==> config.mk <==
export PLATFORM = sky130hd
export DESIGN_NAME = mrc_mode3
export DESIGN_NICKNAME = d
export VERILOG_FILES = /design/src/hw/mrc_pkg.sv /design/src/hw/mrc_mode3.sv
export VERILOG_INCLUDE_DIRS = /design/src /design/src/hw
export SDC_FILE = /design/constraint.sdc
export NUM_CORES = 1
export LEC_CHECK = 0
export BUFFER_PORTS_ARGS = -buffer_cell sky130_fd_sc_hd__buf_2
export CAP_MARGIN = 25
export CELL_PAD_IN_SITES_DETAIL_PLACEMENT = 2
export CELL_PAD_IN_SITES_GLOBAL_PLACEMENT = 2
export CORE_UTILIZATION = 25
export DETAILED_ROUTE_END_ITERATION = 8
export PLACE_DENSITY = 0.53
export SETUP_SLACK_MARGIN = 0.02
export SLEW_MARGIN = 20
export SYNTH_ARGS = -nofsm -noshare
export SYNTH_HDL_FRONTEND = slang
export SYNTH_SLANG_ARGS = --single-unit
==> constraint.sdc <==
create_clock -name core_clk -period 2.73 [get_ports core_clk]
set_input_delay 0.4095 -clock core_clk [delete_from_list [all_inputs] [get_ports core_clk]]
set_output_delay 0.4095 -clock core_clk [all_outputs]
set_load 0.02 [all_outputs]
==> src/hw/mrc_defines.svh <==
// Bit positions, codes and timing counts for the mode register three block.
// Assumes a 50 MHz core clock and a controller clock sampled on pins.
// Functional notes
// - During writes, termination switches to write value from register two unless that value is off.
// - In write leveling only nominal termination applies.
// - With write CRC on, write bursts are 10 UI instead of 8.
// - Mode-set with select bits 20:18 = 011 loads register three.
// - Bits 12:11 pick readout format: serial, parallel, staggered.
// - Bits 10:9 give CRC/mask write latency of 4, 5 or 6 clocks.
// - Bits 8:6 select fixed or on-the-fly refresh granularity.
// - Bit 5 keeps temperature status in page 2 location zero bits 4:3.
// - Temperature status read back is never older than 32 ms.
// - Bit 4 enables per-device addressing of commands.
// - Bit 3 selects 1:1 or 2:1 gear-down clock ratio.
// - Bit 2 redirects all reads to the pattern readout store.
// - Bits 1:0 select page 0 to 3; page 3 is restricted.
// - Read address picks location and upper or lower half.
// - Reset is accepted in readout mode; full init follows.
// - Store gives register readout, patterns and parity error frame.
// - Write termination decodes off, 120, 240, high-Z, 80 ohm.
// - Register two bit 12 enables write data CRC.
`ifndef MRC_DEFINES_SVH
`define MRC_DEFINES_SVH
`define MRC_SEL_MR2     3'h2
`define MRC_SEL_MR3     3'h3
`define MRC_FMT_HI      12
`define MRC_FMT_LO      11
`define MRC_WCL_HI      10
`define MRC_WCL_LO      9
`define MRC_FGR_HI      8
`define MRC_FGR_LO      6
`define MRC_TEMP_EN     5
`define MRC_PDA_EN      4
`define MRC_GEAR        3
`define MRC_MPR_EN      2
`define MRC_PAGE_HI     1
`define MRC_PAGE_LO     0
`define MRC_CRC_EN      12
`define MRC_WTERM_HI    11
`define MRC_WTERM_LO    9
`define MRC_UI_NORMAL   4'h8
`define MRC_UI_CRC      4'ha
`define MRC_CK_NORMAL   3'h4
`define MRC_CK_CRC      3'h5
`define MRC_TEMP_MS     32
`define MRC_CLK_MHZ     50
`define MRC_TEMP_CYC    (`MRC_TEMP_MS * 1000 * `MRC_CLK_MHZ)
`endif

==> src/hw/mrc_pkg.sv <==
// Types shared by the mode register three block.
// Assumes mrc_defines.svh holds all numbers.
package mrc_pkg;
    typedef struct packed {
        logic        ck;
        logic        cs_n;
        logic        act_n;
        logic        ras_n;
        logic        cas_n;
        logic        we_n;
        logic [1:0]  bg;
        logic [1:0]  ba;
        logic [17:0] addr;
        logic        dq0;
        logic [1:0]  temp;
    } mrc_pins_t;
    typedef enum logic [1:0] {
        MRC_FMT_SERIAL, MRC_FMT_PARALLEL, MRC_FMT_STAGGER, MRC_FMT_RSVD
    } mrc_fmt_t;
    typedef enum logic [2:0] {
        MRC_REF_1X, MRC_REF_2X, MRC_REF_4X, MRC_REF_OTF12, MRC_REF_OTF14,
        MRC_REF_RSVD
    } mrc_ref_t;
    typedef enum logic [2:0] {
        MRC_TERM_OFF, MRC_TERM_120, MRC_TERM_240, MRC_TERM_HIZ,
        MRC_TERM_80, MRC_TERM_RSVD
    } mrc_term_t;
    typedef struct packed {
        mrc_pins_t       s1;
        mrc_pins_t       s2;
        logic            ck_prev;
        logic [21:0]     mr3;
        logic [21:0]     mr2;
        logic [2:0]      wr_left;
        logic [20:0]     temp_tmr;
        logic [1:0]      temp;
        logic [3:0][7:0] pat;
        logic            rd_valid;
        logic [7:0]      rd_data;
        logic            pda_drop;
    } mrc_state_t;
endpackage

==> src/hw/mrc_mode3.sv <==
// Mode register three decode with pattern readout store and write
// termination control. Assumes command pins come from the controller clock
// domain and are synchronised here; err_frame is on core_clk.
`timescale 1ns/1ps
`include "mrc_defines.svh"
module mrc_mode3
    import mrc_pkg::*;
#(
    parameter int TEMP_CYC = `MRC_TEMP_CYC
) (
    // Clock and reset
    input  wire logic        core_clk,
    input  wire logic        rst_n,
    // Command/address pins, controller domain
    input  wire mrc_pins_t   pins,
    // Device-side context
    input  wire logic        write_level,
    input  wire logic [2:0]  nominal_term,
    input  wire logic [31:0] err_frame,
    // Decoded configuration
    output logic [21:0]      mode_config_three,
    output mrc_fmt_t         read_format,
    output logic [2:0]       crc_mask_write_latency,
    output mrc_ref_t         refresh_mode,
    output logic             temp_report_en,
    output logic             per_device_en,
    output logic             gear_down,
    output logic             pattern_mode,
    output logic [1:0]       pattern_page,
    output logic             crc_en,
    output logic [3:0]       burst_ui,
    output mrc_term_t        write_termination,
    // Termination in use
    output logic [2:0]       term_sel,
    output logic             term_is_write,
    // Pattern readout
    output logic             rd_valid,
    output logic [7:0]       rd_data,
    output logic             cmd_dropped
);
    mrc_state_t st;
    mrc_state_t next_st;

    logic        ck_rise;
    logic        accept;
    logic        mrs_hit;
    logic        wr_hit;
    logic        rd_hit;
    logic [2:0]  sel;
    logic [21:0] word;

    function automatic logic is_cmd(mrc_pins_t p, logic ras, logic cas,
                                    logic we);
        is_cmd = !p.cs_n && p.act_n && p.ras_n == ras && p.cas_n == cas &&
                 p.we_n == we;
    endfunction

    function automatic logic [7:0] pick(mrc_state_t s, logic [31:0] ef);
        logic [1:0] loc;
        logic       up;
        loc  = s.s2.addr[1:0];
        up   = s.s2.addr[2];
        pick = 8'h00;
        case (s.mr3[`MRC_PAGE_HI:`MRC_PAGE_LO])
            2'h0: pick = s.pat[loc];
            2'h1: pick = ef[8*loc +: 8];
            2'h2: begin
                case (loc)
                    2'h0: pick = {3'h0, s.temp, 3'h0};
                    2'h1: pick = up ? s.mr3[15:8] : s.mr3[7:0];
                    2'h2: pick = up ? s.mr2[15:8] : s.mr2[7:0];
                    default: pick = up ? {2'h0, s.mr3[21:16]} :
                                         {2'h0, s.mr2[21:16]};
                endcase
            end
            default: pick = 8'h00;
        endcase
    endfunction

    assign ck_rise = st.s2.ck && !st.ck_prev;
    // Per-device mode: only a device with DQ0 low takes the command
    assign accept  = !st.mr3[`MRC_PDA_EN] || !st.s2.dq0;
    assign mrs_hit = ck_rise && is_cmd(st.s2, 1'b0, 1'b0, 1'b0);
    assign wr_hit  = ck_rise && is_cmd(st.s2, 1'b1, 1'b0, 1'b0);
    assign rd_hit  = ck_rise && is_cmd(st.s2, 1'b1, 1'b0, 1'b1);
    assign sel     = {st.s2.bg[0], st.s2.ba};
    // Pins 16:14 carry the strobes, so those bits are stored as zero
    assign word    = {st.s2.bg, st.s2.ba, st.s2.addr[17], 3'h0,
                      st.s2.addr[13:0]};

    always_comb begin
        next_st = st;
        next_st.s1 = pins;
        next_st.s2 = st.s1;
        next_st.ck_prev = st.s2.ck;
        next_st.rd_valid = 1'b0;
        next_st.pda_drop = 1'b0;
        if (mrs_hit) begin
            if (!accept)
                next_st.pda_drop = 1'b1;
            else if (sel == `MRC_SEL_MR3)
                next_st.mr3 = word;
            else if (sel == `MRC_SEL_MR2)
                next_st.mr2 = word;
        end
        if (wr_hit && accept) begin
            // Window in controller clocks: 4 for BL8, 5 with CRC
            next_st.wr_left = st.mr2[`MRC_CRC_EN] ? `MRC_CK_CRC :
                                                    `MRC_CK_NORMAL;
            if (st.mr3[`MRC_MPR_EN] &&
                st.mr3[`MRC_PAGE_HI:`MRC_PAGE_LO] == 2'h0)
                next_st.pat[st.s2.addr[1:0]] = st.s2.addr[7:0];
        end else if (ck_rise && st.wr_left != 3'h0) begin
            next_st.wr_left = st.wr_left - 3'h1;
        end
        if (rd_hit && accept && st.mr3[`MRC_MPR_EN]) begin
            next_st.rd_valid = 1'b1;
            next_st.rd_data = pick(st, err_frame);
        end
        // First sample is taken as soon as reporting is enabled
        if (!st.mr3[`MRC_TEMP_EN]) begin
            next_st.temp_tmr = 21'h0;
        end else if (st.temp_tmr == 21'h0) begin
            next_st.temp = st.s2.temp;
            next_st.temp_tmr = 21'(TEMP_CYC - 1);
        end else begin
            next_st.temp_tmr = st.temp_tmr - 21'h1;
        end
    end

    // Reset clears everything but the clock taps, which load high; the controller must re-initialise
    always_ff @(posedge core_clk or negedge rst_n) begin
        if (!rst_n) begin
            st <= '0;
            // Link clock taps read high, so a pin already high is no edge
            st.s1.ck <= 1'b1;
            st.s2.ck <= 1'b1;
            st.ck_prev <= 1'b1;
        end else begin
            st <= next_st;
        end
    end

    assign mode_config_three = st.mr3;
    assign read_format = mrc_fmt_t'(st.mr3[`MRC_FMT_HI:`MRC_FMT_LO]);
    always_comb begin
        case (st.mr3[`MRC_WCL_HI:`MRC_WCL_LO])
            2'h0:    crc_mask_write_latency = 3'h4;
            2'h1:    crc_mask_write_latency = 3'h5;
            2'h2:    crc_mask_write_latency = 3'h6;
            default: crc_mask_write_latency = 3'h0;
        endcase
        case (st.mr3[`MRC_FGR_HI:`MRC_FGR_LO])
            3'h0:    refresh_mode = MRC_REF_1X;
            3'h1:    refresh_mode = MRC_REF_2X;
            3'h2:    refresh_mode = MRC_REF_4X;
            3'h5:    refresh_mode = MRC_REF_OTF12;
            3'h6:    refresh_mode = MRC_REF_OTF14;
            default: refresh_mode = MRC_REF_RSVD;
        endcase
        case (st.mr2[`MRC_WTERM_HI:`MRC_WTERM_LO])
            3'h0:    write_termination = MRC_TERM_OFF;
            3'h1:    write_termination = MRC_TERM_120;
            3'h2:    write_termination = MRC_TERM_240;
            3'h3:    write_termination = MRC_TERM_HIZ;
            3'h4:    write_termination = MRC_TERM_80;
            default: write_termination = MRC_TERM_RSVD;
        endcase
    end
    assign temp_report_en = st.mr3[`MRC_TEMP_EN];
    assign per_device_en = st.mr3[`MRC_PDA_EN];
    assign gear_down = st.mr3[`MRC_GEAR];
    assign pattern_mode = st.mr3[`MRC_MPR_EN];
    assign pattern_page = st.mr3[`MRC_PAGE_HI:`MRC_PAGE_LO];
    assign crc_en = st.mr2[`MRC_CRC_EN];
    assign burst_ui = crc_en ? `MRC_UI_CRC : `MRC_UI_NORMAL;
    // Leveling uses nominal only; a disabled write code leaves it alone
    assign term_is_write = st.wr_left != 3'h0 && !write_level &&
                           st.mr2[`MRC_WTERM_HI:`MRC_WTERM_LO] != 3'h0;
    assign term_sel = term_is_write ? st.mr2[`MRC_WTERM_HI:`MRC_WTERM_LO] :
                      nominal_term;
    assign rd_valid = st.rd_valid;
    assign rd_data = st.rd_data;
    assign cmd_dropped = st.pda_drop;

    // Register load and hold
    a_mr3_load: assert property (
        @(posedge core_clk) disable iff (!rst_n)
        mrs_hit && accept && sel == `MRC_SEL_MR3 |=>
        mode_config_three == $past(word))
        else $error("register three not loaded");

    a_mr3_hold: assert property (
        @(posedge core_clk) disable iff (!rst_n)
        !(mrs_hit && accept && sel == `MRC_SEL_MR3) |=>
        $stable(mode_config_three))
        else $error("register three changed without load");

    a_pda_block: assert property (
        @(posedge core_clk) disable iff (!rst_n)
        mrs_hit && per_device_en && st.s2.dq0 |=>
        cmd_dropped && $stable(mode_config_three))
        else $error("masked device took a mode-set");

    a_pda_read: assert property (
        @(posedge core_clk) disable iff (!rst_n)
        rd_hit && per_device_en && st.s2.dq0 |=> !rd_valid)
        else $error("masked device answered a read");

    // No disable here, so the cleared state is seen while reset holds
    a_reset_clear: assert property (
        @(posedge core_clk)
        !rst_n ##1 !rst_n |-> mode_config_three == 22'h0 && !pattern_mode)
        else $error("reset left register three set");

    // Field decodes, held against fixed codes
    a_burst_len: assert property (
        @(posedge core_clk) disable iff (!rst_n)
        burst_ui == (st.mr2[12] ? 4'ha : 4'h8))
        else $error("burst length mismatch");

    a_wcl_map: assert property (
        @(posedge core_clk) disable iff (!rst_n)
        st.mr3[10:9] != 2'h3 |->
        crc_mask_write_latency == 3'h4 + {1'b0, st.mr3[10:9]})
        else $error("write latency decode wrong");

    a_fmt_map: assert property (
        @(posedge core_clk) disable iff (!rst_n)
        mode_config_three[12:11] == 2'h2 |-> read_format == MRC_FMT_STAGGER)
        else $error("read format decode wrong");

    a_ref_otf: assert property (
        @(posedge core_clk) disable iff (!rst_n)
        mode_config_three[8:6] == 3'h5 |-> refresh_mode == MRC_REF_OTF12)
        else $error("on-the-fly refresh decode wrong");

    a_ref_rsvd: assert property (
        @(posedge core_clk) disable iff (!rst_n)
        mode_config_three[8:6] inside {3'h3, 3'h4, 3'h7} |->
        refresh_mode == MRC_REF_RSVD)
        else $error("reserved refresh code not flagged");

    a_wterm_80: assert property (
        @(posedge core_clk) disable iff (!rst_n)
        st.mr2[11:9] == 3'h4 |-> write_termination == MRC_TERM_80)
        else $error("write termination decode wrong");

    a_gear_map: assert property (
        @(posedge core_clk) disable iff (!rst_n)
        $rose(gear_down) |-> $past(mrs_hit && accept && sel == `MRC_SEL_MR3))
        else $error("gear-down set without mode-set");

    // Termination in use
    a_wl_nominal: assert property (
        @(posedge core_clk) disable iff (!rst_n)
        write_level |-> term_sel == nominal_term && !term_is_write)
        else $error("write termination used in leveling");

    a_wr_term: assert property (
        @(posedge core_clk) disable iff (!rst_n)
        wr_hit && accept && st.mr2[11:9] != 3'h0 && !write_level ##1
        !write_level |-> term_is_write && term_sel == st.mr2[11:9])
        else $error("write termination not applied");

    // Pattern readout
    a_rd_redirect: assert property (
        @(posedge core_clk) disable iff (!rst_n)
        rd_hit && accept |=> rd_valid == $past(pattern_mode))
        else $error("read not redirected correctly");

    a_no_array: assert property (
        @(posedge core_clk) disable iff (!rst_n)
        !pattern_mode |=> !rd_valid)
        else $error("read answered outside readout mode");

    a_page0_store: assert property (
        @(posedge core_clk) disable iff (!rst_n)
        wr_hit && accept && pattern_mode && pattern_page == 2'h0 |=>
        st.pat[$past(st.s2.addr[1:0])] == $past(st.s2.addr[7:0]))
        else $error("pattern write not stored");

    a_page1_err: assert property (
        @(posedge core_clk) disable iff (!rst_n)
        rd_hit && accept && pattern_mode && pattern_page == 2'h1 &&
        st.s2.addr[1:0] == 2'h0 |=> rd_data == $past(err_frame[7:0]))
        else $error("error frame byte not returned");

    a_temp_loc: assert property (
        @(posedge core_clk) disable iff (!rst_n)
        rd_hit && accept && pattern_mode && pattern_page == 2'h2 &&
        st.s2.addr[1:0] == 2'h0 |=>
        rd_data == {3'h0, $past(st.temp), 3'h0})
        else $error("temperature status not at bits 4:3");

    a_half_sel: assert property (
        @(posedge core_clk) disable iff (!rst_n)
        rd_hit && accept && pattern_mode && pattern_page == 2'h2 &&
        st.s2.addr[2:0] == 3'h5 |=> rd_data == mode_config_three[15:8])
        else $error("upper half of register three not returned");

    a_page3_zero: assert property (
        @(posedge core_clk) disable iff (!rst_n)
        rd_hit && accept && pattern_mode && pattern_page == 2'h3 |=>
        rd_data == 8'h00)
        else $error("restricted page returned data");

    a_temp_fresh: assert property (
        @(posedge core_clk) disable iff (!rst_n)
        temp_report_en && st.temp_tmr == 21'h0 |=>
        st.temp == $past(st.s2.temp) &&
        st.temp_tmr == 21'(TEMP_CYC - 1))
        else $error("temperature status not refreshed");

    // Main scenarios
    c_pattern_read: cover property (@(posedge core_clk) disable iff (!rst_n)
        pattern_mode && rd_valid);
    c_crc_write: cover property (@(posedge core_clk) disable iff (!rst_n)
        crc_en && term_is_write);
    c_temp_read: cover property (@(posedge core_clk) disable iff (!rst_n)
        rd_valid && pattern_page == 2'h2 && temp_report_en);
    c_pda_drop: cover property (@(posedge core_clk) disable iff (!rst_n)
        cmd_dropped);
    c_level_write: cover property (@(posedge core_clk) disable iff (!rst_n)
        write_level && wr_hit);
endmodule

==> Word-level counts from Yosys, hierarchy flattened <==
Cells that the tools add are included.
{ "classes": {"n_addsub": 2, "n_lt_le_gt_ge": 2, "eq_ne": 16, "n_shift": 1, "muxes": 23, "n_bitwise": 4, "n_reduce_logical": 39} }
{ "ops": {"columns": ["operator", "n"], "rows": [
  ["8-bit one-hot mux with 3 select lines", 2],
  ["21-bit 2-to-1 mux", 2],
  ["32-bit bitwise mux", 1],
  ["8-bit 2-to-1 mux", 4],
  ["32-bit by 6-bit indexed part select with 8-bit output", 1],
  ["3-bit one-hot mux with 5 select lines", 2],
  ["21-bit zero test", 1],
  ["21-bit by 1-bit subtractor with 21-bit output (second input constant)", 1],
  ["1-bit logical AND", 20],
  ["8-bit binary-select mux with 2-bit select", 1],
  ["8-bit demux with 2-bit select", 1],
  ["3-bit by 2-bit == test with 1-bit output (second input constant)", 5],
  ["3-bit == test (second input constant)", 3],
  ["3-bit 2-to-1 mux", 3],
  ["9-bit 2-to-1 mux", 1],
  ["3-bit one-hot mux with 3 select lines", 1],
  ["2-bit by 1-bit == test with 1-bit output (second input constant)", 3],
  ["2-bit == test (second input constant)", 3],
  ["3-bit by 1-bit == test with 1-bit output (second input constant)", 2],
  ["2-bit zero test", 3],
  ["3-bit zero test", 2],
  ["6-bit 2-to-1 mux", 1],
  ["3-bit nonzero test", 2],
  ["1-bit zero test", 5],
  ["other kinds (11)", 17]
]} }
{ "word_totals": {"regBits": 169, "out_inout_bits": 58, "wordCells": 122} }

==> Depth between registers and ports, before layout <==
{ "depth": {"depth_word": 9, "ltp_mapped": 6, "ltp_nobuf": 6} }

==> Least setup slack after synthesis <==
OpenSTA, ideal clock, no wires.
{ "synth_path": {"path_type": "flip-flop to flip-flop", "start": "reg st[116] (netlist bit)", "end": "reg st (netlist bit rd_data[2])", "setup_ns": 0.120, "arrival_time_ns": 1.873, "path_slack_ns": 0.737, "path_stages_with_launch": 7, "n_path_buf": 2, "period_less_slack_ns": 1.993, "path_cell_list": "dfrtp_1 -> buf_2 -> clkbuf_1 -> mux2_2 -> a221oi_1 -> nor2_1 -> a31o_2"} }
{ "synth_via": {"elab_chain_cells": 3} }
{ "synth_rtl": {"columns": ["item", "line", "source"], "rows": [
  ["start, declared", "mrc_mode3.sv:41", "mrc_state_t st;"],
  ["start signal, assigned", "mrc_mode3.sv:140", "st <= next_st;"],
  ["branches (longest 2 deep; another with 32-bit by 6-bit indexed part select with 8-bit output)", null, null],
  ["8-bit one-hot mux with 3 select lines (*)", "mrc_mode3.sv:64", "case (s.mr3[`MRC_PAGE_HI:`MRC_PAGE_LO])"]
]} }
Every way passes the cells marked *. The select of a mux whose other input is x is not followed.
A chain may end at the register's enable or synchronous reset.

==> Final worst setup path <==
{ "layout_path": {"start": "reg st[66] (netlist bit)", "end": "out term_sel[0]"} }
{ "layout_via": {"elab_chain_cells": 4} }
{ "layout_rtl": {"columns": ["item", "line", "source"], "rows": [
  ["3-bit nonzero test", "mrc_mode3.sv:178", "assign term_is_write = st.wr_left != 3'h0 && !write_level &&"],
  ["1-bit logical AND (2 in a row)", "mrc_mode3.sv:178", null],
  ["3-bit 2-to-1 mux", "mrc_mode3.sv:180", "assign term_sel = term_is_write ? st.mr2[`MRC_WTERM_HI:`MRC_WTERM_LO] :"],
  ["end, declared", "mrc_mode3.sv:34", "output logic [2:0] term_sel,"]
]} }
Every way passes these cells.

==> qor.txt <==
Outcome: complete, no violations
Clock Skews: 11.6 ps
Post-synthesis mux area share: 17.2%
Synth Instances: 536
Layout area overhead: 21.2%
Post-Synth Simple-Gate Area: 9.69%
First-pass GRT wire length: 30.3 mm
Core box area: 0.0279 mm^2
Register area: 0.00408 mm^2
Clock Sink Count: 163
Num CTS Buffers: 17
Rows: 61
Initial DRT Pass Iterations: 4
Max cap viols: 0
Detailed-route via count: 4664
Layout cells sized above 1: 41.6%
Final core occ: 31.0%
Crit path kind: flip-flop to output pin
Cts hold-fix bufs: 0
CP Cell Sequence: inv_1 -> ha_1 -> ha_1 -> nor2_2 -> o31ai_1 -> a22o_1 -> buf_2
Period Utilization, post-route: 92.3%
Setup WS post-layout: 211 ps
Switch share: 24.9%
Clock Power Share: 43.8%
Tmin final: 2520 ps
Type of origin of the critical path: flip-flop
Final nets: 715
NetSw: 1.40 mW
Vias per cell: 4.53
Largest net degree at the start of global routing: 74
CP max stage delay: 360 ps
Critical path origin: st[66]
Worst setup EP type: output pin
Post-synth EDFFs: 0
Initial antenna violation count: 0
Fmax: 397 MHz
H-tree levels: 4
WL per Instance: 18.6 um
RePlAce Congestion: 0.691
RSZ-0062 raised after global routing: no
Register area share after synthesis: 57.4%
IO buf count: 117
Hold Violations, Final: 0
Grt ovf: 0
N_diodes: 0
Hold crit path type: input pin to async pin
Synth Area in Adders: 1.23%
Clock Latency Late Sink: 430 ps
DRT iter0 DRCs: 136
LEAKAGE: 4.25 nW
Most used cell, CP: ha_1
Height of the die: 171 um
Total Wirelength: 19.1 mm
Crit-path leading delay family: adder cells
Peak supply drop: 0.242 mV
CP required: 2320 ps
Final non-filler cell total: 1029
WL met3: 596 um
All-layer global routing usage: 13.9%
# Post-CTS Setup Buffers: 0
CTS tree: built
Gate power share: 10.0%
Placed cells: 998
Total Neg Setup Slack: 0 ps
Clock slew at reported path FFs: 60 ps
Post-synthesis area per instance: 13.3 um^2
Ys async rst share: 100%
CTS Buffer Depth: 2
WP buf/inv: 2
Register share of total power: 46.2%
Yosys cell types: 59
Ys Warns: 0
Xor and xnor fraction of the mapped netlist area: 1.23%
Max layer used: met4
Main combinational cell family by area after synthesis: multiplexers
Worst slew pin tran: 860 ps
Slew headroom: 42.7%
Pwr/cell area: 650 mW/mm^2
DP HPWL: 13.6 mm
Fillers: 2955
Slowest CP cell: dfrtp_1
Antenna viol nets, final: 0
Vias in the first global route: 5289
Max-slew violation count: 0
I/O pin count: 127
FF+latch count, synth: 163
Dpl ws: 490 ps
Post-route DRC: 0
Area occupied by multi-input gates: 0.00263 mm^2
Internal: 4.21 mW
Mapped Area: 0.00711 mm^2
Die Span X: 171 um
Final setup vio count: 0
Total Power: 5.61 mW
M1 WL: 8.47 mm
Primary FF master, synth: dfrtp_1
Die area: 0.0291 mm^2
Met2 wire length: 9.86 mm
Compound-Gate Fraction of Synth Area: 7.23%
Initial core utilization: 25.5%
Worst path arrival time: 2110 ps
Largest fanout on the critical path: 5
Reg2reg start: st[59]
CTS Root Cell: clkbuf_16
cells in the final DEF (no fill, tap or decap), types with 8 or more instances in the layout:
cell type,instances
dfrtp_1,159
buf_2,116
mux2_2,67
a21oi_1,25
buf_4,22
clkbuf_16,17
nor2_1,16
mux4_2,16
inv_1,11
nor2b_1,11
mux2i_1,11
nand2b_1,11
nand2_1,10
o21ai_0,9
nor3_1,8
nand4_1,8
stage by stage:
step / cell area (um^2) / hold WS (ps)
3_5_place_dp: 8020 / 336
3_3_place_gp: 8020 / 337
5_1_grt: 8620 / 50.9
6_report: 8620 / 7.43
4_1_cts: 8620 / 38.8
2_1_floorplan: 7130 / 114
sequential cells by signal, summed over array words and instances (netlist names):
register and cells:
rd_data 8, mode_config_three 19, sel 3, rd_valid 1, st 101, cmd_dropped 1, next_st 29, crc_en 1
routing by layer:
layer / vias up / GRT usage (%)
li1: 2092 / -
met1: 2467 / 17.5
met2: 92 / 24.3
met3: 13 / 2.38
met4: 0 / 4.23
met5: - / 0
cells by family after synthesis:
kind of cell / after synthesis
buffers and inverters: 72
XOR/XNOR: 10
AND/OR/NAND/NOR: 111
AO/OA/AOI/OAI: 77
flip-flops: 163
other: 2
adder cells (fa/ha/maj): 7
multiplexers: 94
cell usage after synthesis, drive strengths merged, types with 2 or more instances:
cell / number / area [um^2]
a211o: 2 / 17.5
a21boi: 3 / 22.5
a21oi: 25 / 125
a221oi: 4 / 35.0
a22o: 3 / 26.3
a22oi: 3 / 22.5
a2bb2oi: 2 / 17.5
a31o: 3 / 26.3
a31oi: 6 / 37.5
and2: 7 / 43.8
buf: 44 / 314
clkbuf: 17 / 63.8
conb: 2 / 7.51
dfrtp: 160 / 4000
dfstp: 3 / 78.8
ha: 7 / 87.6
inv: 11 / 41.3
mux2: 67 / 754
mux2i: 11 / 110
mux4: 16 / 360
nand2: 10 / 37.5
nand2b: 11 / 68.8
nand3: 4 / 20.0
nand3b: 3 / 22.5
nand4: 8 / 50.1
nand4b: 2 / 17.5
nor2: 17 / 63.8
nor2b: 11 / 68.8
nor3: 9 / 50.1
nor3b: 2 / 20.0
nor4: 5 / 61.3
nor4b: 3 / 26.3
o211ai: 3 / 22.5
o21ai: 9 / 45.0
o31ai: 5 / 37.5
o32a: 2 / 20.0
or2: 5 / 31.3
or3: 5 / 31.3
or4: 3 / 22.5
xnor2: 4 / 35.0
xor2: 6 / 52.6
area by class of cell:
cell class,instances,area share [%]
inverter,11,0.479
clock inverter,11,1.78
sequential,163,47.4
timing repair buffer,141,9.24
tap,378,5.48
multi-input combinational,305,30.5
clock buffer,20,5.18
power by group through the flow:
stage	registers (mW)	logic [mW]	clock network [mW]
after floorplan	2.60	0.361	0
after global placement	2.63	0.542	0
after detailed placement	2.64	0.572	0
after CTS	2.60	0.580	2.56
after global routing	2.61	0.626	2.64
final	2.59	0.561	2.46
final timing paths:
check	endpoint	slack, ps	cells past startpoint
setup / recovery	term_sel[0]	210	7
hold / removal	next_st[126]	7	1
setup reg to reg	st[51]	550	4
hold reg to reg	st[116]	350	0
max in group asynchronous	next_st[143]	1910	2
min in group core_clk	next_st[143]	80	1
timing repair:
action,CTS,global route
endpoints found under the hold margin,0,0
endpoints found under the setup margin,2,0
gates resized for setup,1,0
No activity file was read; power rests on OpenSTA's default activity.
